`src/common/psm_pkg.sv`:
```
// shared constants and types for the program space access mapper
// assumes a 16-bit core data path and a 24-bit program memory word
package psm_pkg;

    localparam int PSM_DW = 16;
    localparam int PSM_PW = 24;
    localparam int PSM_RW = 8;

    // register offsets on the plain register port
    localparam logic [PSM_RW-1:0] PSM_OFS_TABLE_PAGE = 8'h00;
    localparam logic [PSM_RW-1:0] PSM_OFS_VIS_PAGE   = 8'h04;
    localparam logic [PSM_RW-1:0] PSM_OFS_CORE_CTRL  = 8'h08;
    localparam logic [PSM_RW-1:0] PSM_OFS_STATUS     = 8'h0c;

    // reset values
    localparam logic [7:0]  PSM_TABLE_PAGE_RST = 8'h00;
    localparam logic [7:0]  PSM_VIS_PAGE_RST   = 8'h00;
    localparam logic [15:0] PSM_CORE_CTRL_RST  = 16'h0000;
    localparam logic [23:0] PSM_PC_RST         = 24'h000000;
    localparam logic [7:0]  PSM_IGN_CNT_RST    = 8'h00;

    // field positions
    localparam int PSM_REMAP_EN_BIT  = 2;
    localparam int PSM_CFG_SPACE_BIT = 7;
    localparam int PSM_EA_MSB        = 15;
    localparam int PSM_ST_REMAP_BIT  = 0;
    localparam int PSM_ST_BUSY_BIT   = 1;
    localparam int PSM_ST_CNT_LSB    = 8;

    // program counter step per program word
    localparam logic [22:0] PSM_PC_STEP = 23'h000002;

    typedef enum logic [2:0] {
        PSM_OP_DATA_READ,
        PSM_OP_RD_LOW,
        PSM_OP_RD_HIGH,
        PSM_OP_WR_LOW,
        PSM_OP_WR_HIGH
    } psm_op_t;

    typedef struct packed {
        psm_op_t           op;
        logic              byte_mode;
        logic [PSM_DW-1:0] effective_address;
        logic [PSM_DW-1:0] wdata;
    } psm_core_req_t;

    typedef struct packed {
        logic [PSM_PW-1:0] addr;
        logic              we;
        logic [2:0]        lane_en;
        logic [PSM_PW-1:0] wdata;
    } psm_pm_req_t;

endpackage

```
`src/rtl/psm_mapper.sv`:
```
// program space access mapper: table and remap window paths to program memory
// assumes core, register port and program memory all run on mclk_i
//
// Summary of operation
// table address is page above effective address
// page msb selects configuration or user space
// remap address is visibility page plus ea[14:0]
// remap reads never reach configuration space
// program bit 15 comes from visibility page bit 0
// generated program address lsb is always zero
// table accesses allow any byte address, byte/word
// program counter advances by two per word
// word low read returns program bits 15:0
// byte low read selects byte by byte select
// word high read zeros the phantom byte
// byte high read: bits 23:16 or zero
// configuration space allows table reads only
// remap window is read-only, low word only
// high table ops alone reach upper byte
// remap only while remap enable bit set
// remap read costs an extra program fetch
// no remap access during a table operation
// configuration table write ignored, nothing disturbed
`timescale 1ns/100ps
`default_nettype none

module psm_mapper
    import psm_pkg::*;
(
    // clock and reset
    input  wire logic              mclk_i,
    input  wire logic              rst_b_i,
    // register port
    input  wire logic [PSM_RW-1:0] reg_addr_i,
    input  wire logic [15:0]       reg_wdata_i,
    input  wire logic              reg_wr_i,
    input  wire logic              reg_rd_i,
    output logic      [15:0]       reg_rdata_o,
    // core access port
    input  wire logic              core_req_i,
    input  wire psm_core_req_t     core_cmd_i,
    output logic                   core_ready_o,
    output logic                   core_done_o,
    output logic      [15:0]       core_rdata_o,
    output logic                   core_unmapped_o,
    output logic                   core_ignored_o,
    // program counter
    input  wire logic              pc_step_i,
    input  wire logic              pc_load_i,
    input  wire logic [23:0]       pc_load_val_i,
    output logic      [23:0]       pc_fetch_addr_o,
    // program memory port
    output logic                   pm_req_o,
    output psm_pm_req_t            pm_cmd_o,
    input  wire logic              pm_ack_i,
    input  wire logic [23:0]       pm_rdata_i
);

    typedef enum logic [2:0] {ST_IDLE, ST_FETCH1, ST_FETCH2, ST_WRITE, ST_RESP} psm_state_t;

    function automatic logic [23:0] psm_table_addr(input logic [7:0] page, input logic [15:0] ea);
        psm_table_addr = {page, ea[15:1], 1'b0};
    endfunction

    function automatic logic [23:0] psm_remap_addr(input logic [7:0] page, input logic [15:0] ea);
        psm_remap_addr = {1'b0, page, ea[14:1], 1'b0};
    endfunction

    psm_state_t    state_r;
    psm_state_t    state_nxt;
    logic [7:0]    table_page_r;
    logic [7:0]    vis_page_r;
    logic [15:0]   core_ctrl_r;
    logic [7:0]    ign_cnt_r;
    psm_core_req_t cmd_r;
    logic          miss_r;
    logic          ign_r;
    logic [23:0]   word_r;
    logic [15:0]   lane_data;
    logic          accept;
    logic          remap_en;
    logic          is_data_rd;
    logic          is_write;
    logic          cfg_space;
    logic          remap_hit;
    logic [15:0]   status;

    assign remap_en   = core_ctrl_r[PSM_REMAP_EN_BIT];
    assign accept     = core_req_i && core_ready_o;
    assign is_data_rd = (core_cmd_i.op == PSM_OP_DATA_READ);
    assign is_write   = (core_cmd_i.op == PSM_OP_WR_LOW) || (core_cmd_i.op == PSM_OP_WR_HIGH);
    assign cfg_space  = table_page_r[PSM_CFG_SPACE_BIT];
    assign remap_hit  = is_data_rd && core_cmd_i.effective_address[PSM_EA_MSB] && remap_en;

    always_comb begin
        status = 16'h0000;
        status[PSM_ST_REMAP_BIT] = remap_en;
        status[PSM_ST_BUSY_BIT] = !core_ready_o;
        status[PSM_ST_CNT_LSB +: 8] = ign_cnt_r;
    end

    // register writes
    always_ff @(posedge mclk_i or negedge rst_b_i) begin
        if (!rst_b_i) begin
            table_page_r <= PSM_TABLE_PAGE_RST;
            vis_page_r   <= PSM_VIS_PAGE_RST;
            core_ctrl_r  <= PSM_CORE_CTRL_RST;
        end else if (reg_wr_i) begin
            if (reg_addr_i == PSM_OFS_TABLE_PAGE) begin
                table_page_r <= reg_wdata_i[7:0];
            end
            if (reg_addr_i == PSM_OFS_VIS_PAGE) begin
                vis_page_r <= reg_wdata_i[7:0];
            end
            if (reg_addr_i == PSM_OFS_CORE_CTRL) begin
                core_ctrl_r <= reg_wdata_i;
            end
        end
    end

    // register reads, data valid the cycle after the strobe only
    always_ff @(posedge mclk_i or negedge rst_b_i) begin
        if (!rst_b_i) begin
            reg_rdata_o <= 16'h0000;
        end else if (reg_rd_i) begin
            case (reg_addr_i)
                PSM_OFS_TABLE_PAGE: reg_rdata_o <= {8'h00, table_page_r};
                PSM_OFS_VIS_PAGE:   reg_rdata_o <= {8'h00, vis_page_r};
                PSM_OFS_CORE_CTRL:  reg_rdata_o <= core_ctrl_r;
                PSM_OFS_STATUS:     reg_rdata_o <= status;
                default:            reg_rdata_o <= 16'h0000;
            endcase
        end else begin
            reg_rdata_o <= 16'h0000;
        end
    end

    // access sequencer
    always_comb begin
        state_nxt = state_r;
        case (state_r)
            ST_IDLE: begin
                if (accept) begin
                    if (is_data_rd) begin
                        state_nxt = remap_hit ? ST_FETCH1 : ST_RESP;
                    end else if (is_write) begin
                        state_nxt = cfg_space ? ST_RESP : ST_WRITE;
                    end else begin
                        state_nxt = ST_FETCH2;
                    end
                end
            end
            ST_FETCH1: if (pm_ack_i) state_nxt = ST_FETCH2;
            ST_FETCH2, ST_WRITE: if (pm_ack_i) state_nxt = ST_RESP;
            ST_RESP: state_nxt = ST_IDLE;
            default: state_nxt = ST_IDLE;
        endcase
    end

    always_ff @(posedge mclk_i or negedge rst_b_i) begin
        if (!rst_b_i) begin
            state_r      <= ST_IDLE;
            core_ready_o <= 1'b0;
            pm_req_o     <= 1'b0;
        end else begin
            state_r      <= state_nxt;
            core_ready_o <= (state_nxt == ST_IDLE);
            pm_req_o     <= (state_nxt == ST_FETCH1) || (state_nxt == ST_FETCH2) || (state_nxt == ST_WRITE);
        end
    end

    // command capture and program memory request forming
    always_ff @(posedge mclk_i or negedge rst_b_i) begin
        if (!rst_b_i) begin
            cmd_r    <= '0;
            miss_r   <= 1'b0;
            ign_r    <= 1'b0;
            pm_cmd_o <= '0;
        end else if (accept) begin
            cmd_r            <= core_cmd_i;
            miss_r           <= is_data_rd && !remap_hit;
            ign_r            <= is_write && cfg_space;
            pm_cmd_o.we      <= is_write;
            pm_cmd_o.lane_en <= 3'b000;
            pm_cmd_o.wdata   <= 24'h000000;
            if (is_data_rd) begin
                pm_cmd_o.addr <= psm_remap_addr(vis_page_r, core_cmd_i.effective_address);
            end else begin
                pm_cmd_o.addr <= psm_table_addr(table_page_r, core_cmd_i.effective_address);
            end
            case (core_cmd_i.op)
                PSM_OP_WR_LOW: begin
                    if (!core_cmd_i.byte_mode) begin
                        pm_cmd_o.lane_en <= 3'b011;
                        pm_cmd_o.wdata   <= {8'h00, core_cmd_i.wdata};
                    end else if (core_cmd_i.effective_address[0]) begin
                        pm_cmd_o.lane_en <= 3'b010;
                        pm_cmd_o.wdata   <= {8'h00, core_cmd_i.wdata[7:0], 8'h00};
                    end else begin
                        pm_cmd_o.lane_en <= 3'b001;
                        pm_cmd_o.wdata   <= {16'h0000, core_cmd_i.wdata[7:0]};
                    end
                end
                PSM_OP_WR_HIGH: begin
                    // phantom byte write touches no lane
                    if (!(core_cmd_i.byte_mode && core_cmd_i.effective_address[0])) begin
                        pm_cmd_o.lane_en <= 3'b100;
                        pm_cmd_o.wdata   <= {core_cmd_i.wdata[7:0], 16'h0000};
                    end
                end
                default: pm_cmd_o.lane_en <= 3'b000;
            endcase
        end
    end

    // ignored configuration writes counter
    always_ff @(posedge mclk_i or negedge rst_b_i) begin
        if (!rst_b_i) begin
            ign_cnt_r <= PSM_IGN_CNT_RST;
        end else if (accept && is_write && cfg_space) begin
            ign_cnt_r <= ign_cnt_r + 8'h01;
        end
    end

    // program word capture, second fetch wins
    always_ff @(posedge mclk_i or negedge rst_b_i) begin
        if (!rst_b_i) begin
            word_r <= 24'h000000;
        end else if (pm_ack_i && ((state_r == ST_FETCH1) || (state_r == ST_FETCH2))) begin
            word_r <= pm_rdata_i;
        end
    end

    psm_read_lane u_lane (
        .op_i        (cmd_r.op),
        .byte_mode_i (cmd_r.byte_mode && (cmd_r.op != PSM_OP_DATA_READ)),
        .bsel_i      (cmd_r.effective_address[0]),
        .word_i      (word_r),
        .data_o      (lane_data)
    );

    // core answer
    always_ff @(posedge mclk_i or negedge rst_b_i) begin
        if (!rst_b_i) begin
            core_done_o     <= 1'b0;
            core_rdata_o    <= 16'h0000;
            core_unmapped_o <= 1'b0;
            core_ignored_o  <= 1'b0;
        end else begin
            core_done_o     <= (state_r == ST_RESP);
            core_unmapped_o <= (state_r == ST_RESP) && miss_r;
            core_ignored_o  <= (state_r == ST_RESP) && ign_r;
            if ((state_r == ST_RESP) && !miss_r && !cmd_r.op[2] && !(cmd_r.op == PSM_OP_WR_LOW)) begin
                core_rdata_o <= lane_data;
            end else begin
                core_rdata_o <= 16'h0000;
            end
        end
    end

    // program counter
    always_ff @(posedge mclk_i or negedge rst_b_i) begin
        if (!rst_b_i) begin
            pc_fetch_addr_o <= PSM_PC_RST;
        end else if (pc_load_i) begin
            pc_fetch_addr_o <= {1'b0, pc_load_val_i[22:1], 1'b0};
        end else if (pc_step_i) begin
            pc_fetch_addr_o <= {1'b0, pc_fetch_addr_o[22:0] + PSM_PC_STEP};
        end
    end
endmodule

`default_nettype wire

```
`src/rtl/psm_read_lane.sv`:
```
// read lane steering from a 24-bit program word onto the 16-bit data path
// assumes a same-clock caller that registers the result
`timescale 1ns/100ps
`default_nettype none

module psm_read_lane
    import psm_pkg::*;
(
    // selection
    input  wire psm_op_t      op_i,
    input  wire logic         byte_mode_i,
    input  wire logic         bsel_i,
    // data
    input  wire logic [23:0]  word_i,
    output logic      [15:0]  data_o
);

    always_comb begin
        data_o = 16'h0000;
        case (op_i)
            PSM_OP_RD_HIGH: begin
                if (byte_mode_i) begin
                    data_o = bsel_i ? 16'h0000 : {8'h00, word_i[23:16]};
                end else begin
                    data_o = {8'h00, word_i[23:16]};
                end
            end
            PSM_OP_RD_LOW, PSM_OP_DATA_READ: begin
                if (byte_mode_i) begin
                    data_o = {8'h00, bsel_i ? word_i[15:8] : word_i[7:0]};
                end else begin
                    data_o = word_i[15:0];
                end
            end
            default: data_o = 16'h0000;
        endcase
    end

endmodule

`default_nettype wire

```
`config.mk`:
```
export PLATFORM = sky130hd
export DESIGN_NAME = psm_mapper
export DESIGN_NICKNAME = d
export VERILOG_FILES = /design/src/common/psm_pkg.sv /design/src/rtl/psm_mapper.sv /design/src/rtl/psm_read_lane.sv
export SDC_FILE = /design/constraint.sdc
export NUM_CORES = 1
export LEC_CHECK = 0
export ABC_AREA = 1
export BUFFER_PORTS_ARGS = -buffer_cell sky130_fd_sc_hd__buf_2
export CORE_MARGIN = 5
export CORE_UTILIZATION = 57
export DETAILED_ROUTE_END_ITERATION = 16
export GPL_TIMING_DRIVEN = 0
export HOLD_SLACK_MARGIN = 0.12
export PLACE_DENSITY = 0.94
export SETUP_SLACK_MARGIN = 0.05
export SYNTH_ARGS = -nofsm -noshare
export SYNTH_HDL_FRONTEND = slang
export SYNTH_SLANG_ARGS = --single-unit
```
`constraint.sdc`:
```
create_clock -name mclk_i -period 2.7 [get_ports mclk_i]
set_input_delay 0.27 -clock mclk_i [delete_from_list [all_inputs] [get_ports mclk_i]]
set_output_delay 0.27 -clock mclk_i [all_outputs]
set_load 0.01 [all_outputs]
```
==> reports/qor.yml <==
power_and_ir_drop:
  p_int_uw: 5580
  p_comb_share_pct: 29.1
  p_sw_uw: 3020
  seqPwrFrac_pct: 44.1
  p_leak_uw: 0.00588
  power.share.clock_pct: 26.9
  p_sw_share_pct: 35.1
  ir_drop_mv: 0.589
  powerDensity_nw_per_um2: 774
detailed_routing:
  routedWlPerCell_microns: 18.1
  viasPerCell: 5.69
  route.detailed.drc: 0
  drt_iter0_drc: 887
  ant_nets: 0
  num_vias: 8255
  dr.pass1.iters: 7
  drt-total-wl_microns: 26300
placed_design:
  place_area_sq_um: 9790
  dp_hpwl_microns: 16100
  port_buffers: 222
  place.gp.congestion: 0.888
clock_network:
  cts-root-buf: "clkbuf_16"
  htree_levels: 4
  clock-sinks: 184
  clk_pin_slew_worst_paths_ns: 0.07
  clk_latency_ns: 0.44
  clockBufferDepth: 2
  cts_tree: "built"
  post_cts_buffers: 0
  cts_made_buffers: 17
logic_synthesis:
  synth_edf_count: 0
  synthTopCellsByArea: "dfrtp_1 (55%), nand2_1 (14%), nand3_1 (4.3%), mux2_4 (2.9%), o21ai_0 (2.8%)"
  synthArstFlopShare_pct: 100
  syn_avg_cell_area_sq_um: 9.02
  yosysMostFrequentCell: "nand2_1"
  synth_largest_type_area_fraction_pct: 54.8
  syn_inst: 931
  synth-main-ff-cell: "dfrtp_1"
  syn_area_sq_um: 8400
  ys_seq_elements: 184
  synth_area_leader_cell: "dfrtp_1"
  yosys-top-cells-count: "nand2_1 (310), dfrtp_1 (184), nand3_1 (72)"
  seq_area_frac_synth_pct: 54.8
  synth_cell_types: 42
  ys.warnings.count: 0
die:
  die_y_microns: 131
  coreArea_sq_um: 14500
  fp.dieW_microns: 131
  start_util_pct: 58.0
  rows: 44
  dieArea_sq_um: 17300
  io-pin-count: 229
finish:
  fillers: 869
  fin_nets: 1371
  ff_latch_area_sq_um: 4600
  final_area_sq_um: 11100
  multi_input_area_sq_um: 3370
  drive_gt1_share_pct: 27.3
  areaGrowthSynthToFinish_pct: 32.3
sta:
  slew_headroom_pct: 61.0
  rsz0062_at_grt: "no"
  timing.final.crit_share_pct: 69.4
  clock-skew-final_ns: 0.00991
  fmax_ghz: 0.534
  timing.hold.ws_ns: 0.137
  layout_min_cycle_time_ns: 1.87
  tightest_slew_ns: 0.585
  hold_violations: 0
  slew_viol_final: 0
  finalSetupViolations: 0
worst_hold_path:
  min_path_type: "input pin to flop"
setup_path:
  critical-path-max-stage-delay_ns: 0.46
  cp_slowest_cell: "dfrtp_1"
  path_cells: "ha_1 > nand2_1 > nor2_2 > nand3b_1 > xnor2_1 > nand2_1 > nand2_1"
  crit_path_end_kind: "flop"
  cp-start-kind: "flop"
  crit_path_frequent_cell: "nand2_1"
  path_class: "flop to flop"
  crit_arrival_ns: 2.24
  worstPathRequired_ns: 3.07
  worstPathMaxFanout: 5
run:
  drv_cap: 0
global_route:
  grt_overflow: 0
  antenna_found_initial: 2
  grt_max_degree: 107
  grt_first_pass_wirelength_microns: 42000
  grt_usage_pct: 29.8
  grt_pass1_vias: 8245
outcome:
  status: "completed"
==> cell families after synthesis <==
group           after synthesis  synth area share, %
compound gates              130                 8.89
xor+xnor                     16                 1.67
fa+ha+maj                     2                0.298
buf+inv                      93                 5.21
flops                       184                 54.8
mux                          17                 2.99
other cells                   1               0.0446
simple gates                488                 26.1
==> area by class of cell <==
class                   instances  area share, %
flip-flops and latches        184           41.4
multi-input cells             656           30.3
repair buffers                301           17.4
clock buffers                  18           3.86
well taps                     184           2.07
inverters                      60           2.05
plain buffers                  33           1.89
clock inverters                14           1.02
diodes                          2         0.0450
==> final timing paths <==
kind                               startpoint             endpoint  slack, ns  cells past startpoint
max                        pc_fetch_addr_o[1]  pc_fetch_addr_o[13]       0.83                      7
min                             core_cmd_i[1]          pm_cmd_o[1]       0.14                      3
max reg2reg                pc_fetch_addr_o[1]  pc_fetch_addr_o[13]       0.83                      7
min reg2reg                      pm_cmd_o[26]         pm_cmd_o[26]       0.48                      2
max in group asynchronous             rst_b_i       core_ctrl_r[5]       1.35                      3
min in group asynchronous             rst_b_i     core_rdata_o[13]       0.43                      2
==> routing by layer <==
metal	vias to the layer above	track usage, %	part of all wire [%]
li1	3685	-	-
met1	3884	36.4	37
met4	0	13.1	3.6
met2	585	50.3	49
met3	101	7.42	10
met5	-	0	0
==> through the flow <==
step | TNS (ns) | setup WS, ns | total power (uW) | instances | util [%]
finish | 0 | 0.826 | 8600 | 1452 | 76.8
global placement | -264.74 | -1.45 | 6000 | 1339 | 67.3
global route | 0 | 0.729 | 9020 | 1452 | 76.8
CTS | 0 | 1.01 | 8520 | 1450 | 76.7
floorplan | 0 | 1.22 | 5210 | 933 | -
detailed placement | 0 | 1.03 | 6120 | 1340 | 67.6
==> timing repair <==
item,4_1_cts,5_1_grt
hold buffers,78,0
resized for setup,0,0
endpoints found under the hold margin,171,0
==> power by group through the flow <==
stage | Combinational (uW) | Sequential (uW) | Clock, uW
after floorplan | 1360 | 3850 | 0
after global placement | 2240 | 3760 | 0
after detailed placement | 2340 | 3780 | 0
after CTS | 2440 | 3760 | 2330
after global routing | 2720 | 3850 | 2450
final | 2500 | 3790 | 2310
==> state kept, by name, indices dropped and copies added (netlist names), 3 cells and up <==
name,flops
cmd_r,5
core_ctrl_r,16
core_rdata_o,16
ign_cnt_r,8
pc_fetch_addr_o,22
pm_cmd_o,51
reg_rdata_o,16
state_r,3
table_page_r,8
vis_page_r,8
word_r,24
==> worst max-delay path, delay by kind of cell, from the launching register on <==
kind / cells / cell delay, ns
and+or+nand+nor: 5 / 0.82
adders and majority gates: 1 / 0.30
xor gates and xnor gates: 1 / 0.22
DFF: 1 / 0.46
==> layout by cell type (no fill, tap or decap), types with 3 or more instances in the layout <==
| cell | n |
|---|---|
| o211ai_1 | 5 |
| o21ai_0 | 47 |
| conb_1 | 3 |
| inv_1 | 48 |
| o21ai_1 | 8 |
| mux2_4 | 16 |
| buf_4 | 9 |
| nor2_1 | 54 |
| clkinv_2 | 3 |
| buf_2 | 227 |
| nor2_2 | 7 |
| clkbuf_1 | 11 |
| nor3_1 | 4 |
| a22o_1 | 8 |
| a21oi_1 | 41 |
| nand2_2 | 3 |
| buf_6 | 6 |
| nand4_1 | 4 |
| a22oi_1 | 15 |
| o21bai_1 | 3 |
| nor2_4 | 7 |
| dlygate4sd3_1 | 78 |
| nand2_1 | 310 |
| nor3_2 | 12 |
| clkbuf_16 | 17 |
| nand3b_1 | 3 |
| xor2_1 | 11 |
| nand3_2 | 6 |
| inv_6 | 5 |
| inv_2 | 10 |
| nand3_1 | 72 |
| xnor2_1 | 5 |
| dfrtp_1 | 184 |
Note: power is estimated with default switching activity, not from simulation.
